`src/rtl/gpio_pkg.sv`:
```
package gpio_pkg;

  // ---------------------------------------------------------------
  // bus geometry
  // ---------------------------------------------------------------
  localparam int unsigned ADDR_W = 12;
  localparam int unsigned DATA_W = 32;

  // ---------------------------------------------------------------
  // port widths and synchroniser depth
  // ---------------------------------------------------------------
  localparam int unsigned PORT0_W = 8;
  localparam int unsigned PORT1_W = 6;
  localparam int unsigned SYNC_STAGES = 2;

  // ---------------------------------------------------------------
  // register byte offsets
  // ---------------------------------------------------------------
  localparam logic [11:0] PORT0_OUTPUT_LATCH_OFS = 12'h000;
  localparam logic [11:0] PORT0_PIN_INPUT_OFS = 12'h008;
  localparam logic [11:0] PORT1_OUTPUT_LATCH_OFS = 12'h00C;
  localparam logic [11:0] PORT1_DIRECTION_CONTROL_OFS = 12'h010;
  localparam logic [11:0] EXT_INT_CONTROL_OFS = 12'h014;
  localparam logic [11:0] BIT_OP_OFS = 12'h018;

  // ---------------------------------------------------------------
  // reset values
  // ---------------------------------------------------------------
  localparam logic [7:0] PORT0_LATCH_RST = 8'hFF;
  localparam logic [5:0] PORT1_LATCH_RST = 6'h00;
  localparam logic [5:0] PORT1_DIR_RST = 6'h00;
  localparam logic EXT_EXTERNAL_INTERRUPT_ZERO_EN_RST = 1'b0;

  // ---------------------------------------------------------------
  // field positions
  // ---------------------------------------------------------------
  localparam int unsigned EXT_EXTERNAL_INTERRUPT_ZERO_EN_BIT = 0;
  localparam int unsigned BIT_OP_IDX_LSB = 0;
  localparam int unsigned BIT_OP_CODE_LSB = 3;
  localparam int unsigned BIT_OP_PORT_BIT = 5;

  // bit operation codes
  localparam logic [1:0] BIT_OP_SET = 2'h1;
  localparam logic [1:0] BIT_OP_CLEAR = 2'h2;
  localparam logic [1:0] BIT_OP_TOGGLE = 2'h3;

  // ---------------------------------------------------------------
  // bus sequencer states
  // ---------------------------------------------------------------
  typedef enum logic [2:0] {
    ST_IDLE = 3'b001,
    ST_SAMPLE = 3'b010,
    ST_UPDATE = 3'b100
  } bus_state_t;

endpackage

```
`src/rtl/gpio_ports.sv`:
```
// Local design decision: the APB register port.
module gpio_ports (
  // clock and reset
  input wire logic clk_sys_i,
  input wire logic rstn_i,
  // apb slave
  input wire logic psel_i,
  input wire logic penable_i,
  input wire logic pwrite_i,
  input wire logic [11:0] paddr_i,
  input wire logic [31:0] pwdata_i,
  input wire logic [3:0] pstrb_i,
  output logic [31:0] prdata_o,
  output logic pready_o,
  output logic pslverr_o,
  // first port pins, open drain
  input wire logic [7:0] port0_pin_i,
  output logic [7:0] port0_out_o,
  output logic [7:0] port0_oe_n_o,
  // second port pins, push-pull
  input wire logic [5:0] port1_pin_i,
  output logic [5:0] port1_out_o,
  output logic [5:0] port1_oe_n_o,
  // external interrupt zero level toward the interrupt controller
  output logic external_interrupt_zero_o
);

  // ---------------------------------------------------------------
  // pin synchronisers
  // ---------------------------------------------------------------
  logic [7:0] pins0_sync;
  logic [5:0] pins1_sync;
  // pin changes reach the snapshot three edges late at the earliest

  // first port pins into the clock domain
  pin_sync #(
    .WIDTH(gpio_pkg::PORT0_W)
  ) u_sync0 (
    .clk_sys_i(clk_sys_i),
    .rstn_i(rstn_i),
    .pin_i(port0_pin_i),
    .sync_o(pins0_sync)
  );

  // second port pins into the clock domain
  pin_sync #(
    .WIDTH(gpio_pkg::PORT1_W)
  ) u_sync1 (
    .clk_sys_i(clk_sys_i),
    .rstn_i(rstn_i),
    .pin_i(port1_pin_i),
    .sync_o(pins1_sync)
  );

  // ---------------------------------------------------------------
  // state declarations
  // ---------------------------------------------------------------
  gpio_pkg::bus_state_t state_q, state_d;
  logic [7:0] snap0_q, snap0_d;
  logic [5:0] snap1_q, snap1_d;
  logic [31:0] prdata_q, prdata_d;
  logic pready_q, pready_d;
  logic pslverr_q, pslverr_d;
  logic [7:0] lat0_q, lat0_d;
  logic [5:0] lat1_q, lat1_d;
  logic [5:0] dir1_q, dir1_d;
  logic external_interrupt_zero_en_q, external_interrupt_zero_en_d;
  logic [7:0] oe0_n_q, oe0_n_d;
  logic [5:0] oe1_n_q, oe1_n_d;
  logic external_interrupt_zero_q, external_interrupt_zero_d;

  // ---------------------------------------------------------------
  // read views
  // ---------------------------------------------------------------
  logic [5:0] port1_view;
  logic [31:0] rd_word;
  logic addr_hit;
  logic addr_ro;

  // second port read: pins for inputs, latch for outputs
  assign port1_view = (snap1_q & ~dir1_q) | (lat1_q & dir1_q);

  // address decode and read mux, unused upper bits read zero
  always_comb begin
    rd_word = 32'h0000_0000;
    addr_hit = 1'b1;
    addr_ro = 1'b0;
    if (paddr_i == gpio_pkg::PORT0_OUTPUT_LATCH_OFS) begin
      rd_word[7:0] = lat0_q;
    end else if (paddr_i == gpio_pkg::PORT0_PIN_INPUT_OFS) begin
      rd_word[7:0] = snap0_q;
      addr_ro = 1'b1;
    end else if (paddr_i == gpio_pkg::PORT1_OUTPUT_LATCH_OFS) begin
      rd_word[5:0] = port1_view;
    end else if (paddr_i == gpio_pkg::PORT1_DIRECTION_CONTROL_OFS) begin
      rd_word[5:0] = dir1_q;
    end else if (paddr_i == gpio_pkg::EXT_INT_CONTROL_OFS) begin
      rd_word[gpio_pkg::EXT_EXTERNAL_INTERRUPT_ZERO_EN_BIT] = external_interrupt_zero_en_q;
    end else if (paddr_i == gpio_pkg::BIT_OP_OFS) begin
      rd_word = 32'h0000_0000; // write-only command
    end else begin
      addr_hit = 1'b0;
    end
  end

  // ---------------------------------------------------------------
  // bit operation, read-modify-write on a single latch bit
  // ---------------------------------------------------------------
  logic [2:0] bop_idx;
  logic [1:0] bop_code;
  logic bop_port1;
  logic [7:0] bop_res0;
  logic [5:0] bop_res1;

  assign bop_idx = pwdata_i[gpio_pkg::BIT_OP_IDX_LSB +: 3];
  assign bop_code = pwdata_i[gpio_pkg::BIT_OP_CODE_LSB +: 2];
  assign bop_port1 = pwdata_i[gpio_pkg::BIT_OP_PORT_BIT];
  // on the second port indices six and seven change no bit, its latch still reloads from the mixed view

  // first port works on its latch, second port on the mixed view
  always_comb begin
    bop_res0 = lat0_q;
    bop_res1 = port1_view;
    case (bop_code)
      gpio_pkg::BIT_OP_SET: begin
        bop_res0[bop_idx] = 1'b1;
        if (bop_idx < 3'h6) begin
          bop_res1[bop_idx] = 1'b1;
        end
      end
      gpio_pkg::BIT_OP_CLEAR: begin
        bop_res0[bop_idx] = 1'b0;
        if (bop_idx < 3'h6) begin
          bop_res1[bop_idx] = 1'b0;
        end
      end
      gpio_pkg::BIT_OP_TOGGLE: begin
        bop_res0[bop_idx] = ~lat0_q[bop_idx];
        if (bop_idx < 3'h6) begin
          bop_res1[bop_idx] = ~port1_view[bop_idx];
        end
      end
      default: begin
        bop_res0 = lat0_q;
        bop_res1 = port1_view;
      end
    endcase
  end

  // ---------------------------------------------------------------
  // bus sequencer: sample on setup, answer, then update
  // ---------------------------------------------------------------
  logic wr_ok;

  // a write lands only when byte lane zero is strobed and no error
  assign wr_ok = pwrite_i && pstrb_i[0] && !pslverr_q;

  // ---------------------------------------------------------------
  // write decode, one strobe per writable register
  // ---------------------------------------------------------------
  logic wr_lat0;
  logic wr_lat1;
  logic wr_dir1;
  logic wr_external_interrupt_zero;
  logic wr_bop;

  // refused and unmapped writes raise no strobe, so nothing moves
  always_comb begin
    wr_lat0 = 1'b0;
    wr_lat1 = 1'b0;
    wr_dir1 = 1'b0;
    wr_external_interrupt_zero = 1'b0;
    wr_bop = 1'b0;
    if (wr_ok) begin
      if (paddr_i == gpio_pkg::PORT0_OUTPUT_LATCH_OFS) begin
        wr_lat0 = 1'b1;
      end else if (paddr_i == gpio_pkg::PORT1_OUTPUT_LATCH_OFS) begin
        wr_lat1 = 1'b1;
      end else if (paddr_i == gpio_pkg::PORT1_DIRECTION_CONTROL_OFS) begin
        wr_dir1 = 1'b1;
      end else if (paddr_i == gpio_pkg::EXT_INT_CONTROL_OFS) begin
        wr_external_interrupt_zero = 1'b1;
      end else if (paddr_i == gpio_pkg::BIT_OP_OFS) begin
        wr_bop = 1'b1;
      end
    end
  end

  // next values for the sequencer and the port registers
  always_comb begin
    state_d = state_q;
    snap0_d = snap0_q;
    snap1_d = snap1_q;
    prdata_d = prdata_q;
    pready_d = 1'b0;
    pslverr_d = 1'b0;
    lat0_d = lat0_q;
    lat1_d = lat1_q;
    dir1_d = dir1_q;
    external_interrupt_zero_en_d = external_interrupt_zero_en_q;
    case (state_q)
      gpio_pkg::ST_IDLE: begin
        if (psel_i && !penable_i) begin
          // pins caught in the first state of the cycle
          snap0_d = pins0_sync;
          snap1_d = pins1_sync;
          state_d = gpio_pkg::ST_SAMPLE;
        end
      end
      gpio_pkg::ST_SAMPLE: begin
        if (psel_i && penable_i) begin
          prdata_d = pwrite_i ? 32'h0000_0000 : rd_word;
          pslverr_d = !addr_hit || (pwrite_i && addr_ro);
          pready_d = 1'b1;
          state_d = gpio_pkg::ST_UPDATE;
        end else if (!psel_i) begin
          // master gave up before the access phase: nothing happens
          state_d = gpio_pkg::ST_IDLE;
        end
      end
      gpio_pkg::ST_UPDATE: begin
        // write takes effect on the edge that completes the transfer
        state_d = gpio_pkg::ST_IDLE;
        // the second latch loads whatever the direction holds
        if (wr_lat0) begin
          lat0_d = pwdata_i[7:0];
        end
        if (wr_lat1) begin
          lat1_d = pwdata_i[5:0];
        end
        if (wr_dir1) begin
          dir1_d = pwdata_i[5:0];
        end
        if (wr_external_interrupt_zero) begin
          external_interrupt_zero_en_d = pwdata_i[gpio_pkg::EXT_EXTERNAL_INTERRUPT_ZERO_EN_BIT];
        end
        if (wr_bop && bop_port1) begin
          lat1_d = bop_res1;
        end
        if (wr_bop && !bop_port1) begin
          lat0_d = bop_res0;
        end
      end
      default: begin
        state_d = gpio_pkg::ST_IDLE;
      end
    endcase
  end

  // sequencer and port registers
  always_ff @(posedge clk_sys_i or negedge rstn_i) begin
    if (!rstn_i) begin
      state_q <= gpio_pkg::ST_IDLE;
      snap0_q <= 8'h00;
      snap1_q <= 6'h00;
      prdata_q <= 32'h0000_0000;
      pready_q <= 1'b0;
      pslverr_q <= 1'b0;
      lat0_q <= gpio_pkg::PORT0_LATCH_RST;
      lat1_q <= gpio_pkg::PORT1_LATCH_RST;
      dir1_q <= gpio_pkg::PORT1_DIR_RST;
      external_interrupt_zero_en_q <= gpio_pkg::EXT_EXTERNAL_INTERRUPT_ZERO_EN_RST;
    end else begin
      state_q <= state_d;
      snap0_q <= snap0_d;
      snap1_q <= snap1_d;
      prdata_q <= prdata_d;
      pready_q <= pready_d;
      pslverr_q <= pslverr_d;
      lat0_q <= lat0_d;
      lat1_q <= lat1_d;
      dir1_q <= dir1_d;
      external_interrupt_zero_en_q <= external_interrupt_zero_en_d;
    end
  end

  // ---------------------------------------------------------------
  // pin drivers
  // ---------------------------------------------------------------
  // first port enables follow the next latch values, second port enables the next direction
  genvar gi;
  generate
    for (gi = 0; gi < 8; gi++) begin : g_p0
      if (gi == 0) begin : g_int
        // bit zero released while it serves the interrupt
        assign oe0_n_d[gi] = lat0_d[gi] | external_interrupt_zero_en_d;
      end else begin : g_io
        // open drain: only a zero is driven, a one releases the pin
        assign oe0_n_d[gi] = lat0_d[gi];
      end
    end
    for (gi = 0; gi < 6; gi++) begin : g_p1
      // direction one drives, zero leaves the pin an input
      assign oe1_n_d[gi] = ~dir1_d[gi];
    end
  endgenerate

  // level follows the enable's next value, in step with the pin release
  // so bit zero is never driven while the interrupt level is up
  always_comb begin
    external_interrupt_zero_d = external_interrupt_zero_en_d & pins0_sync[0];
  end

  // pin driver registers
  always_ff @(posedge clk_sys_i or negedge rstn_i) begin
    if (!rstn_i) begin
      oe0_n_q <= gpio_pkg::PORT0_LATCH_RST;
      oe1_n_q <= ~gpio_pkg::PORT1_DIR_RST;
      external_interrupt_zero_q <= 1'b0;
    end else begin
      oe0_n_q <= oe0_n_d;
      oe1_n_q <= oe1_n_d;
      external_interrupt_zero_q <= external_interrupt_zero_d;
    end
  end

  // ---------------------------------------------------------------
  // outputs, all from flip-flops
  // ---------------------------------------------------------------
  assign prdata_o = prdata_q;
  assign pready_o = pready_q;
  assign pslverr_o = pslverr_q;
  assign port0_out_o = lat0_q;
  assign port0_oe_n_o = oe0_n_q;
  assign port1_out_o = lat1_q;
  assign port1_oe_n_o = oe1_n_q;
  assign external_interrupt_zero_o = external_interrupt_zero_q;

endmodule

```
`src/rtl/pin_sync.sv`:
```
module pin_sync #(
  parameter int unsigned WIDTH = 8
) (
  // clock and reset
  input wire logic clk_sys_i,
  input wire logic rstn_i,
  // asynchronous pins in, synchronised levels out
  input wire logic [WIDTH-1:0] pin_i,
  output logic [WIDTH-1:0] sync_o
);

  // ---------------------------------------------------------------
  // two flip-flop synchroniser, one chain per bit
  // ---------------------------------------------------------------
  genvar gi;
  generate
    for (gi = 0; gi < WIDTH; gi++) begin : g_bit
      logic meta_q;
      logic stable_q;
      // first stage is read only by the second stage
      always_ff @(posedge clk_sys_i or negedge rstn_i) begin
        if (!rstn_i) begin
          meta_q <= 1'b1;
          stable_q <= 1'b1;
        end else begin
          meta_q <= pin_i[gi];
          stable_q <= meta_q;
        end
      end
      assign sync_o[gi] = stable_q;
    end
  endgenerate

endmodule
```
`config.mk`:
```
export PLATFORM = sky130hd
export DESIGN_NAME = gpio_ports
export DESIGN_NICKNAME = d
export VERILOG_FILES = /design/src/rtl/gpio_pkg.sv /design/src/rtl/gpio_ports.sv /design/src/rtl/pin_sync.sv
export SDC_FILE = /design/constraint.sdc
export NUM_CORES = 1
export LEC_CHECK = 0
export BUFFER_PORTS_ARGS = -buffer_cell sky130_fd_sc_hd__buf_2
export CAP_MARGIN = 20
export CORE_MARGIN = 2
export CORE_UTILIZATION = 55
export CTS_CLUSTER_SIZE = 25
export DETAILED_ROUTE_END_ITERATION = 12
export PLACE_DENSITY = 0.85
export SLEW_MARGIN = 40
export SYNTH_ARGS = -nofsm -noshare
export SYNTH_HDL_FRONTEND = slang
export SYNTH_SLANG_ARGS = --single-unit
```
`constraint.sdc`:
```
create_clock -name clk_sys_i -period 3.8 [get_ports clk_sys_i]
set_input_delay 0.19 -clock clk_sys_i [delete_from_list [all_inputs] [get_ports clk_sys_i]]
set_output_delay 0.19 -clock clk_sys_i [all_outputs]
set_load 0.05 [all_outputs]
```
==> metrics list, run 1 <==
- Status: completed
- Walking the worst path, the cells encountered are nor3b_1, and4_1, and2_1, mux2_2, inv_1.
* Clock edge transition at the registers on the reported setup and hold paths: 0.09 ns
- Remaining antenna violation count after routing: 0
* Placer's final routability congestion estimate: 0.901
- Number of violations of the max-capacitance limit: 0
- Critical setup path kind: flop to flop
- Initial standard-cell utilization of the core: 57.1%
- Proportion of power drawn by combinational gates: 14.4%
* Skew-Pair Late Insertion Delay: 0.35 ns
- Leak: 0.00211 uW
- The netlist uses 58 different library cells.
- Sort of element at the start of the critical path: flop
- CTS-repair resized insts: 0
* Sequential-to-total area share from yosys stat: 52.1%
- In this run the critical register-to-register path is captured at port1_oe_n_o[0]$_DFF_PN1_.
- The worst path uses 55.9% of the clock period.
* Syn Area/Cell: 11.0 sq um
- Die span in x: 90.8 um
- The first global-routing pass estimated 15,000 um of wire.
* DPL Wire Length: 6640 um
- Internal power comes to 1370 uW.
* FF-to-FF setup slack: 1.67 ns
- In this run, synthesis produced a sequential element count of 84.
- In this run the worst hold path is classified as primary input to flop.
* Final count of pins violating max slew: 0
- The finished layout holds 558 standard cells, fillers aside.
- Final setup skew: 0.0109 ns
- Quantity of hold-fixing buffers added after cts: 15
- At the pin with the least slew margin, the transition time is 0.705 ns.
- After synthesis, the share of flip-flops with an asynchronous set or reset is 100%.
- The H-tree was split into 3 levels.
- Post-layout power: 1900 uW
- PD cells: 399 mW/mm^2
- Hold violation count in the final report: 0
* Worst EP arrival: 2.42 ns
- Switching power of the nets: 531 uW
- Buffer levels on the longest clock path: 2
- The critical path crosses 5 cells after its start point.
- Drt initial violations: 237
- Using the TritonRoute via totals, the vias-per-cell ratio works out to 5.56.
* Worst Path Max Fanout: 9
- Post-Synthesis Cell Area: 0.00414 sq mm
- Cell Count Post-Placement: 527
- Measured along the y axis, the die boundary spans 90.8 um.
- The slowest stage of the critical path belongs to the cell sky130_fd_sc_hd__and4_1.
* Count of cells along the worst hold path: 2
- Gate family responsible for the most delay along the worst path: simple AND/OR/NAND/NOR gates
- Entering global routing, the biggest net connects 85 pins.
- Net switching is 28.0% of the power.
- Most instantiated flip-flop cell in the synthesis netlist: sky130_fd_sc_hd__dfstp_2
- Tmin final: 2.13 ns
* TritonCTS buffer count: 9
- The via count of the first global-routing pass came to 2,987.
* Filler Cells Inserted: 595
* Pre-Repair DR Iteration Count: 5
- Detailed-route wire length: 9320 um
- Routed vias: 3,104
- Input and output buffers added on the ports amount to 78.
* Yosys Warn Count: 0
- Reg-to-reg critical path startpoint: state_q[1]$_DFFE_PN0P_
- Sequential fraction of design power: 52.0%
* Relative slew slack: 53.0%
- The initial antenna violation count came to 0.
- Smallest hold slack: 0.0303 ns
- Kind of end point of the critical path: flop
- Relative to the synthesized area, the layout overhead comes to 15.1%.
- Following the worst setup path forward leads to its endpoint at port1_oe_n_o[0]$_DFF_PN1_.
- Crit path from: state_q[1]$_DFFE_PN0P_
- Layout cells sized above 1: 38.3%
* Max Clock Freq: 471 MHz
- CTS placed an instance of sky130_fd_sc_hd__clkbuf_8 at the clock tree root.
- Relative contribution of the clock network to total power: 33.7%
* Worst path bufs/invs: 1
- Placement row count: 31
- Net count of the finished layout: 521
- Total die area: 0.00824 sq mm
- In the routed design, unresolved DRC markers number 0.
* Delay of the slowest cell on the worst path: 0.45 ns
* CTS tree: done
- Register-to-Register Path Depth: 5
* GRT Residual Overflow: 0
- Post-CTS setup repair buffer count: 0
- GRT Overall Usage: 23.2%
* Required arrival time at the worst endpoint: 4.09 ns
- Total number of clock tree sinks: 84
- The core region is 0.00725 sq mm.
- Setup violations remaining at the end of the flow were counted as 0.
* Total negative slack: 0 ns
- Worst vdd rail ir drop: 313 uV
- The cell count after synthesis came out at 376.
- # diodes: 0
- 130 I/O pins were placed.
- The synthesized design contains 0 enable-type register cells.
- Setup repair after global routing left no endpoint under its margin.
- Post-DR wirelength/cell: 16.7 um
## stage by stage
stage               util (%)  worst slack [ns]  cell area, sq um
finish                  65.7              1.67              4760
global route            65.7              1.55              4760
CTS                     65.7              1.67              4760
detailed placement      60.8              1.69              4410
global placement        60.8              1.71              4410
floorplan                  -              1.88              4230
## kinds of logic (layout without fill, tap and decap cells)
| kind of cell | count (synthesis) | after routing | synth area share (%) |
|---|---|---|---|
| and+or+nand+nor | 124 | 124 | 16.8 |
| DFF | 84 | 84 | 52.1 |
| AOI/OAI and AO/OA | 66 | 66 | 11.3 |
| buffers and inverters | 61 | 121 | 9.22 |
| muxes | 39 | 39 | 10.2 |
| other | 1 | 24 | 0.0906 |
| xor gates and xnor gates | 1 | 1 | 0.212 |
## flip-flops by register name, summed over array words and instances (netlist names)
register,count
port0_out_o,2
port0_oe_n_o,7
snap0_q,8
pslverr_o,1
prdata_o,8
snap1_q,6
state_q,3
u_sync1.g_bit.meta_q,6
dir1_q,6
external_interrupt_zero_o,1
pready_o,1
u_sync0.g_bit.meta_q,8
port1_oe_n_o,6
external_interrupt_zero_en_q,1
u_sync1.g_bit.stable_q,6
port1_out_o,6
u_sync0.g_bit.stable_q,8
## synth_stat cells, types with 2 or more instances
| master | count | area share, % |
|---|---|---|
| sky130_fd_sc_hd__a21boi_0 | 2 | 0.36 |
| sky130_fd_sc_hd__nor4b_2 | 2 | 0.73 |
| sky130_fd_sc_hd__buf_2 | 7 | 0.85 |
| sky130_fd_sc_hd__or3b_1 | 2 | 0.42 |
| sky130_fd_sc_hd__and4b_1 | 2 | 0.48 |
| sky130_fd_sc_hd__a41oi_1 | 3 | 0.63 |
| sky130_fd_sc_hd__nor3_1 | 7 | 0.85 |
| sky130_fd_sc_hd__nand3b_1 | 4 | 0.73 |
| sky130_fd_sc_hd__nor3_2 | 2 | 0.48 |
| sky130_fd_sc_hd__inv_1 | 11 | 1.0 |
| sky130_fd_sc_hd__nor2_1 | 22 | 2.0 |
| sky130_fd_sc_hd__nor3b_1 | 6 | 1.1 |
| sky130_fd_sc_hd__a221oi_1 | 3 | 0.63 |
| sky130_fd_sc_hd__dfstp_2 | 44 | 28 |
| sky130_fd_sc_hd__o22ai_1 | 2 | 0.30 |
| sky130_fd_sc_hd__a21oi_1 | 12 | 1.5 |
| sky130_fd_sc_hd__nand2_1 | 38 | 3.4 |
| sky130_fd_sc_hd__and2_1 | 4 | 0.60 |
| sky130_fd_sc_hd__o211ai_1 | 4 | 0.73 |
| sky130_fd_sc_hd__a31oi_1 | 2 | 0.30 |
| sky130_fd_sc_hd__buf_1 | 2 | 0.18 |
| sky130_fd_sc_hd__and3_1 | 4 | 0.60 |
| sky130_fd_sc_hd__and3b_1 | 3 | 0.63 |
| sky130_fd_sc_hd__clkbuf_1 | 7 | 0.63 |
| sky130_fd_sc_hd__nand2b_1 | 4 | 0.60 |
| sky130_fd_sc_hd__a22oi_1 | 6 | 1.1 |
| sky130_fd_sc_hd__mux2_2 | 27 | 7.3 |
| sky130_fd_sc_hd__a311oi_1 | 3 | 0.63 |
| sky130_fd_sc_hd__nor2b_1 | 5 | 0.76 |
| sky130_fd_sc_hd__nand3_1 | 10 | 1.2 |
| sky130_fd_sc_hd__o21ai_0 | 12 | 1.5 |
| sky130_fd_sc_hd__o41ai_1 | 2 | 0.42 |
| sky130_fd_sc_hd__buf_4 | 32 | 5.8 |
| sky130_fd_sc_hd__mux2i_1 | 12 | 2.9 |
| sky130_fd_sc_hd__dfrtp_1 | 40 | 24 |
| sky130_fd_sc_hd__o31ai_1 | 6 | 1.1 |
## power by group through the flow
| stage | Clock [uW] | Combinational, uW | Sequential, uW |
|---|---|---|---|
| finish | 640 | 273 | 987 |
| global route | 688 | 298 | 992 |
| CTS | 651 | 272 | 987 |
| detailed placement | 0 | 259 | 1000 |
| global placement | 0 | 253 | 997 |
| floorplan | 0 | 206 | 989 |
## how the worst min path moves through the flow
stage / startpoint / to
after CTS: penable_i / state_q[1]$_DFFE_PN0P_
after global routing: penable_i / state_q[1]$_DFFE_PN0P_
after floorplan: rstn_i / dir1_q[0]$_DFF_PN0_
final: penable_i / state_q[1]$_DFFE_PN0P_
after detailed placement: rstn_i / snap1_q[2]$_DFFE_PN0P_
after global placement: port1_pin_i[2] / u_sync1.g_bit[2].meta_q$_DFF_PN1_
## cell type report
cell class / instances / area, sq um / share of cell area [%]
clock inverters: 6 / 72.6 / 1.52
repair buffers: 94 / 554 / 11.6
multi-input cells: 254 / 1690 / 35.4
flip-flops and latches: 84 / 2160 / 45.3
clock buffers: 10 / 128 / 2.68
inverters: 11 / 41.3 / 0.867
well taps: 99 / 124 / 2.60
## per-layer routing
layer / vias up / part of all wire (%) / GRT usage (%)
met3: 11 / 6.8 / 4.59
li1: 1444 / - / -
met4: 0 / 1.4 / 6.41
met2: 127 / 49 / 37.9
met5: - / 0 / 0
met1: 1522 / 43 / 31.6
## layout by cell type, fill, tap and decap left out, drive strengths merged, types with 9 or more instances in the layout
| master | count |
|---|---|
| buf | 79 |
| dfstp | 44 |
| dfrtp | 40 |
| nand2 | 38 |
| mux2 | 27 |
| conb | 24 |
| nor2 | 22 |
| dlygate4sd3 | 15 |
| inv | 13 |
| mux2i | 12 |
| a21oi | 12 |
| o21ai | 12 |
| nand3 | 10 |
| clkbuf | 10 |
| nor3 | 9 |
(Power assumes the default switching activity.)
==> inputs of run 2 (changes only) <==
--- a/config.mk
+++ b/config.mk
@@ -8,10 +8,10 @@
 export BUFFER_PORTS_ARGS = -buffer_cell sky130_fd_sc_hd__buf_2
 export CAP_MARGIN = 20
 export CORE_MARGIN = 2
-export CORE_UTILIZATION = 55
+export CORE_UTILIZATION = 51
 export CTS_CLUSTER_SIZE = 25
 export DETAILED_ROUTE_END_ITERATION = 12
-export PLACE_DENSITY = 0.85
+export PLACE_DENSITY = 0.8
 export SLEW_MARGIN = 40
 export SYNTH_ARGS = -nofsm -noshare
 export SYNTH_HDL_FRONTEND = slang
==> constraint.sdc (replaced) <==
create_clock -name clk_sys_i -period 2.1 [get_ports clk_sys_i]
set_input_delay 0.105 -clock clk_sys_i [delete_from_list [all_inputs] [get_ports clk_sys_i]]
set_output_delay 0.105 -clock clk_sys_i [all_outputs]
set_load 0.05 [all_outputs]
==> metrics list, run 2 (synthesis gave the netlist of run 1 again) <==
- Skew-Pair Late Insertion Delay: 0.35 ns
* Status: completed
* Pre-Repair DR Iteration Count: 5
- The layout has 647 filler cells.
- Kind of end point of the critical path: flop
- Data on the critical path is required at its endpoint by 2.39 ns.
* Number of violations of the max-capacitance limit: 0
* Internal: 2480 uW
* Placed cell area: 0.00447 sq mm
- CTS built an H-tree with a depth of 3.
- Proportion of power drawn by combinational gates: 14.9%
* Switching power of the nets: 941 uW
* Worst Path Max Fanout: 6
* Worst hold-check path type: primary input to flop
* Leading cell type in the layout, fill and taps excluded: sky130_fd_sc_hd__buf_2
- CTS tree: done
- IR analysis of the VDD net gives a maximum drop of 518 uV.
* Cell at the slowest stage of the critical path: sky130_fd_sc_hd__dfrtp_1
* Routed vias/inst: 5.62
- Relative contribution of the clock network to total power: 32.9%
* Max Clock Freq: 534 MHz
- Switching part of the total: 27.5%
* Tmin final: 1.87 ns
* Wire length of the first global-routing pass: 14,800 um
- In the final design database the tool counted 529 nets.
* TritonCTS buffer count: 9
- Buffer type at the clock tree root: sky130_fd_sc_hd__clkbuf_8
- Final count of pins violating max slew: 0
- In this run the tool buffered the top-level ports with 78 buffer cells.
- The top cell types in the final layout, fill and taps aside, are 77 x sky130_fd_sc_hd__buf_2, 44 x sky130_fd_sc_hd__dfstp_2, 40 x sky130_fd_sc_hd__dfrtp_1.
- Final setup skew: 0.00799 ns
* Post-layout power: 3420 uW
- GRT Overall Usage: 22.2%
- Delay of the slowest cell on the worst path: 0.42 ns
- Worst Tran Pin Value: 0.613 ns
- Detailed placement finished with a half-perimeter wire length of 6780 um.
- Relative slew slack: 59.0%
- Initial standard-cell utilization of the core: 53.0%
- In the final layout, flip-flops and latches occupy 0.00216 sq mm.
- In the final layout, the share of cells above drive strength 1 is 39.0%.
* Routed vias: 3,197
- Number of antenna violations at the first check in global routing: 0
- The floorplan has 32 rows.
* Crit-path cells: nor4b_2, and4_1, and2_1, mux2_2, inv_1
- The area growth from synthesis to layout is 16.9%.
* PD cells: 707 mW/mm^2
* Leak: 0.00215 uW
- Clock-pin slew was measured on the worst setup and hold paths at 0.08 ns.
- Hold violation count in the final report: 0
* Final cycle utilization of the critical path: 89.2%
- GRT Residual Overflow: 0
- Setup violations remaining at the end of the flow were counted as 0.
- The die is 94.1 um wide.
- Smallest hold slack: 0.0328 ns
- Entering global routing, the biggest net connects 49 pins.
* Sequential fraction of design power: 52.3%
- RSZ-0062 raised after global routing: no
* Sort of element at the start of the critical path: flop
- Vias in the first global route: 2,983
- The count of nets left with antenna violations once routing finished came out at 0.
- Drt drc: 0
- The number of antenna diodes in the final layout is 0.
- The region available for standard cell placement spans 0.00781 sq mm.
* Critical setup path kind: flop to flop
- At the worst endpoint, the arrival time is 2.17 ns.
- At the end of routability-driven placement, the weighted congestion stood at 0.924.
* Total number of clock tree sinks: 84
* Multi-input gate area in the final layout: 0.00169 sq mm
* Total negative slack: 0 ns
* Detailed-route wire length: 9490 um
- Post-route design area: 0.00484 sq mm
* Drt initial violations: 273
* Top-level port count: 130
- Once layout is complete, the utilization of the core stands at 62.0%.
* Total die area: 0.00885 sq mm
- No sink is reached through more buffers than the 2 on the longest clock path.
- Post-DR wirelength/cell: 16.7 um
* Vert. Die Dim: 94.1 um
run 2: power by group through the flow:
stage	sequential [uW]	combinational (uW)	clock, uW
2_1_floorplan	1790	372	0
3_3_place_gp	1810	467	0
3_5_place_dp	1820	478	0
4_1_cts	1790	504	1160
5_1_grt	1800	553	1220
6_report	1790	509	1120
run 2: cell type report:
cell class | count | area share, %
flip-flops and latches | 84 | 44.6
multi-input cells | 254 | 35.0
repair buffers | 102 | 13.0
clock buffers | 11 | 2.72
well taps | 102 | 2.64
clock inverters | 5 | 1.24
inverters | 11 | 0.854
run 2: final timing paths:
check                           cells after the start  slack [ns]                                  end                               from
worst max-delay path                                5        0.23            port1_oe_n_o[0]$_DFF_PN1_                pslverr_o$_DFF_PN0_
worst min-delay path                                2        0.03              prdata_o[2]$_DFFE_PN0P_                           pwrite_i
worst max register to register                      5        0.23            port1_oe_n_o[0]$_DFF_PN1_                pslverr_o$_DFF_PN0_
worst min register to register                      0        0.36  u_sync0.g_bit[0].stable_q$_DFF_PN1_  u_sync0.g_bit[0].meta_q$_DFF_PN1_
max in group asynchronous                           3        1.17  u_sync0.g_bit[7].stable_q$_DFF_PN1_                             rstn_i
min in group asynchronous                           2        0.26               snap1_q[3]$_DFFE_PN0P_                             rstn_i
run 2: stage by stage:
step,std cells,setup WS [ns]
floorplan,399,0.182
global placement,536,0.168
detailed placement,536,0.205
CTS,569,0.207
global route,569,0.0634
finish,569,0.228
run 2: what timing repair did:
item,CTS,global route
setup endpoints to repair,0,1
gates resized for setup,0,1
hold buffers,17,0
endpoints found under the hold margin,31,0
buffers inserted,0,0
run 2: metal layers:
metal	vias up	track usage (%)	routed length (um)
met5	-	0	0
met3	25	5.54	851
met2	179	36.0	4490
li1	1460	-	-
met1	1533	29.0	3960
met4	0	7.85	187
run 2: critical path, delay by kind of cell (launching register included):
| kind | cells | cell delay (ns) |
|---|---|---|
| and+or+nand+nor | 3 | 0.93 |
| buffers and inverters | 1 | 0.07 |
| DFF | 1 | 0.42 |
| muxes | 1 | 0.40 |
==> inputs of run 3 (changes only) <==
--- a/config.mk
+++ b/config.mk
@@ -8,10 +8,11 @@
 export BUFFER_PORTS_ARGS = -buffer_cell sky130_fd_sc_hd__buf_2
 export CAP_MARGIN = 20
 export CORE_MARGIN = 2
-export CORE_UTILIZATION = 51
+export CORE_UTILIZATION = 53
+export CTS_BUF_LIST = sky130_fd_sc_hd__clkbuf_2
 export CTS_CLUSTER_SIZE = 25
 export DETAILED_ROUTE_END_ITERATION = 12
-export PLACE_DENSITY = 0.8
+export PLACE_DENSITY = 0.82
 export SLEW_MARGIN = 40
 export SYNTH_ARGS = -nofsm -noshare
 export SYNTH_HDL_FRONTEND = slang
==> metrics list, run 3 (synthesis gave the netlist of run 1 again) <==
- After legalization and detailed placement, the total HPWL measured 7000 um.
- STA puts the critical path data required time at 2.52 ns.
- TritonCTS built the clock tree.
- The worst pin sits at a relative slew slack of 57.9%.
- PD cells: 671 mW/mm^2
- Buffer levels on the longest clock path: 2
* Total die area: 0.00853 sq mm
- Worst vdd rail ir drop: 584 uV
- GRT Residual Overflow: 0
- In this run the critical register-to-register path is launched from pslverr_o$_DFF_PN0_.
- After clock tree synthesis, the setup repair step added 0 buffers.
- Data arrives at the worst endpoint at 2.35 ns.
- Leading cell type in the layout, fill and taps excluded: sky130_fd_sc_hd__buf_2
* Detailed-route wire length: 9950 um
* Critical setup path kind: flop to flop
* Sort of element at the start of the critical path: flop
* Remaining antenna violation count after routing: 0
- The number of hold violations in the final report is 0.
- The flow ran to the end, and the final reports show no timing, DRC or antenna violations.
- For this design the static power due to leakage is 0.00221 uW.
- Post-DR wirelength/cell: 17.0 um
- Placement row count: 32
- For this design, the sink count on the clock tree is 84.
- Drt initial violations: 247
- Along the worst path, the maximum fanout reaches 6.
- Final cycle utilization of the critical path: 92.0%
- Growth of design area from synthesis to finish: 19.7%
- Total negative slack: 0 ns
* GRT Overall Usage: 24.3%
- For this configuration, the core starts out at a cell density of 54.1%.
* Max Clock Freq: 518 MHz
- Top-level port count: 130
- Pin count of the biggest net entering global routing: 53
* Skew-Pair Late Insertion Delay: 0.54 ns
- Filler Cells Inserted: 590
- Vias in the first global route: 3,149
- After clock tree synthesis, the clock-pin slew on the worst setup and hold paths is 0.26 ns.
* Routed vias/inst: 5.56
- Worst Tran Pin Value: 0.631 ns
- The repair_antennas step left the layout with diodes totalling 0.
* Pre-Repair DR Iteration Count: 5
- Cells with a size suffix above 1 make up 38.6% of the layout.
- The first global-routing pass estimated 15,900 um of wire.
* Placer's final routability congestion estimate: 0.920
* Final setup skew: 0.0328 ns
- Die span in x: 92.4 um
- Setup repair after global routing left no endpoint under its margin.
- Tmin final: 1.93 ns
- TritonCTS buffer count: 9
- Drt drc: 0
* Final count of pins violating max slew: 0
* Final-report setup violation count: 0
- Net count of the finished layout: 546
- The largest individual stage delay along the critical path comes from the cell sky130_fd_sc_hd__dfrtp_1.
- In this run the worst hold path is classified as primary input to flop.
- Number of antenna violations at the first check in global routing: 0
- After layout, the design draws a total of 3320 uW.
* Delay of the slowest cell on the worst path: 0.48 ns
- The worst setup path is captured at a flop.
- The critical path goes through nor4b_2, and4_1, buf_4, nand2_1, a311oi_1, nor2_1.
- Core region area: 0.00765 sq mm
- In this run the vertical extent of the chip is 92.4 um.
- The tool flagged a number of max-cap violations equal to 0.
* Buffer type at the clock tree root: sky130_fd_sc_hd__clkbuf_2
* Crit path from: pslverr_o$_DFF_PN0_
- Number of H-tree levels: 3
- Input and output buffers added on the ports amount to 78.
- The worst hold path begins at paddr_i[4].
* Routed vias: 3,258
* Most frequent cells in the layout: 77 x sky130_fd_sc_hd__buf_2, 44 x sky130_fd_sc_hd__dfstp_2, 40 x sky130_fd_sc_hd__dfrtp_1
run 3: changes by cell type in the layout (fill, tap and decap cells not counted), moves of 2 or more:
cell / delta
sky130_fd_sc_hd__dlygate4sd3_1: +14
sky130_fd_sc_hd__clkbuf_8: -9
sky130_fd_sc_hd__clkbuf_1: -2
sky130_fd_sc_hd__clkbuf_2: +10
sky130_fd_sc_hd__buf_4: +3
run 3: layout make-up:
type / instances / area, sq um / area share (%)
Inverter: 11 / 41.3 / 0.833
Multi-Input combinational cell: 254 / 1690 / 34.1
Sequential cell: 84 / 2160 / 43.5
Timing Repair Buffer: 119 / 791 / 16.0
Clock buffer: 10 / 50.0 / 1.01
Tap cell: 102 / 128 / 2.58
Clock inverter: 6 / 96.3 / 1.94
run 3: power by group:
part	internal (uW)	total [uW]	switching (uW)
registers	1740	1790	52.7
clock network	414	1010	595
logic	206	528	322
total	2360	3320	969
run 3: worst paths after layout:
check                                                       to  slack [ns]  cells after the start
setup / recovery                    port1_out_o[1]$_DFFE_PN0P_        0.17                      6
hold / removal                             pslverr_o$_DFF_PN0_        0.04                      3
setup reg to reg                    port1_out_o[1]$_DFFE_PN0P_        0.17                      6
hold reg to reg            u_sync1.g_bit[5].stable_q$_DFF_PN1_        0.37                      0
max in group asynchronous  u_sync0.g_bit[3].stable_q$_DFF_PN1_        1.31                      3
min in group asynchronous                  dir1_q[0]$_DFF_PN0_        0.12                      2
run 3: per-stage QoR:
step,hold slack (ns),area [sq um],setup slack (ns),instances,util (%)
finish,0.0402,4950,0.169,586,64.8
floorplan,-0.191,4230,0.182,399,-
global placement,0.163,4490,0.285,539,58.8
global route,0.0250,4950,0.000505,586,64.8
CTS,0.00194,4950,0.176,586,64.7
detailed placement,0.170,4490,0.246,539,58.8
run 3: repair_timing:
action                                  CTS  global route
endpoints found under the hold margin    98             0
hold buffers                             31             0
resized for setup                         0             1
endpoints found under the setup margin    0             4
run 3: worst max-delay path: cells and delay by family (launching register included):
family                 cells  cell delay (ns)
AO/OA/AOI/OAI              1             0.31
AND/OR/NAND/NOR            4             0.87
flip-flops                 1             0.48
buffers and inverters      1             0.17
run 3: routing by layer:
metal  GRT usage (%)  up-vias  wire [um]
met2            39.5      134       4850
li1                -     1487          -
met1            32.6     1620       4330
met3            6.02       17        631
met5               0        -          0
met4            6.72        0        140
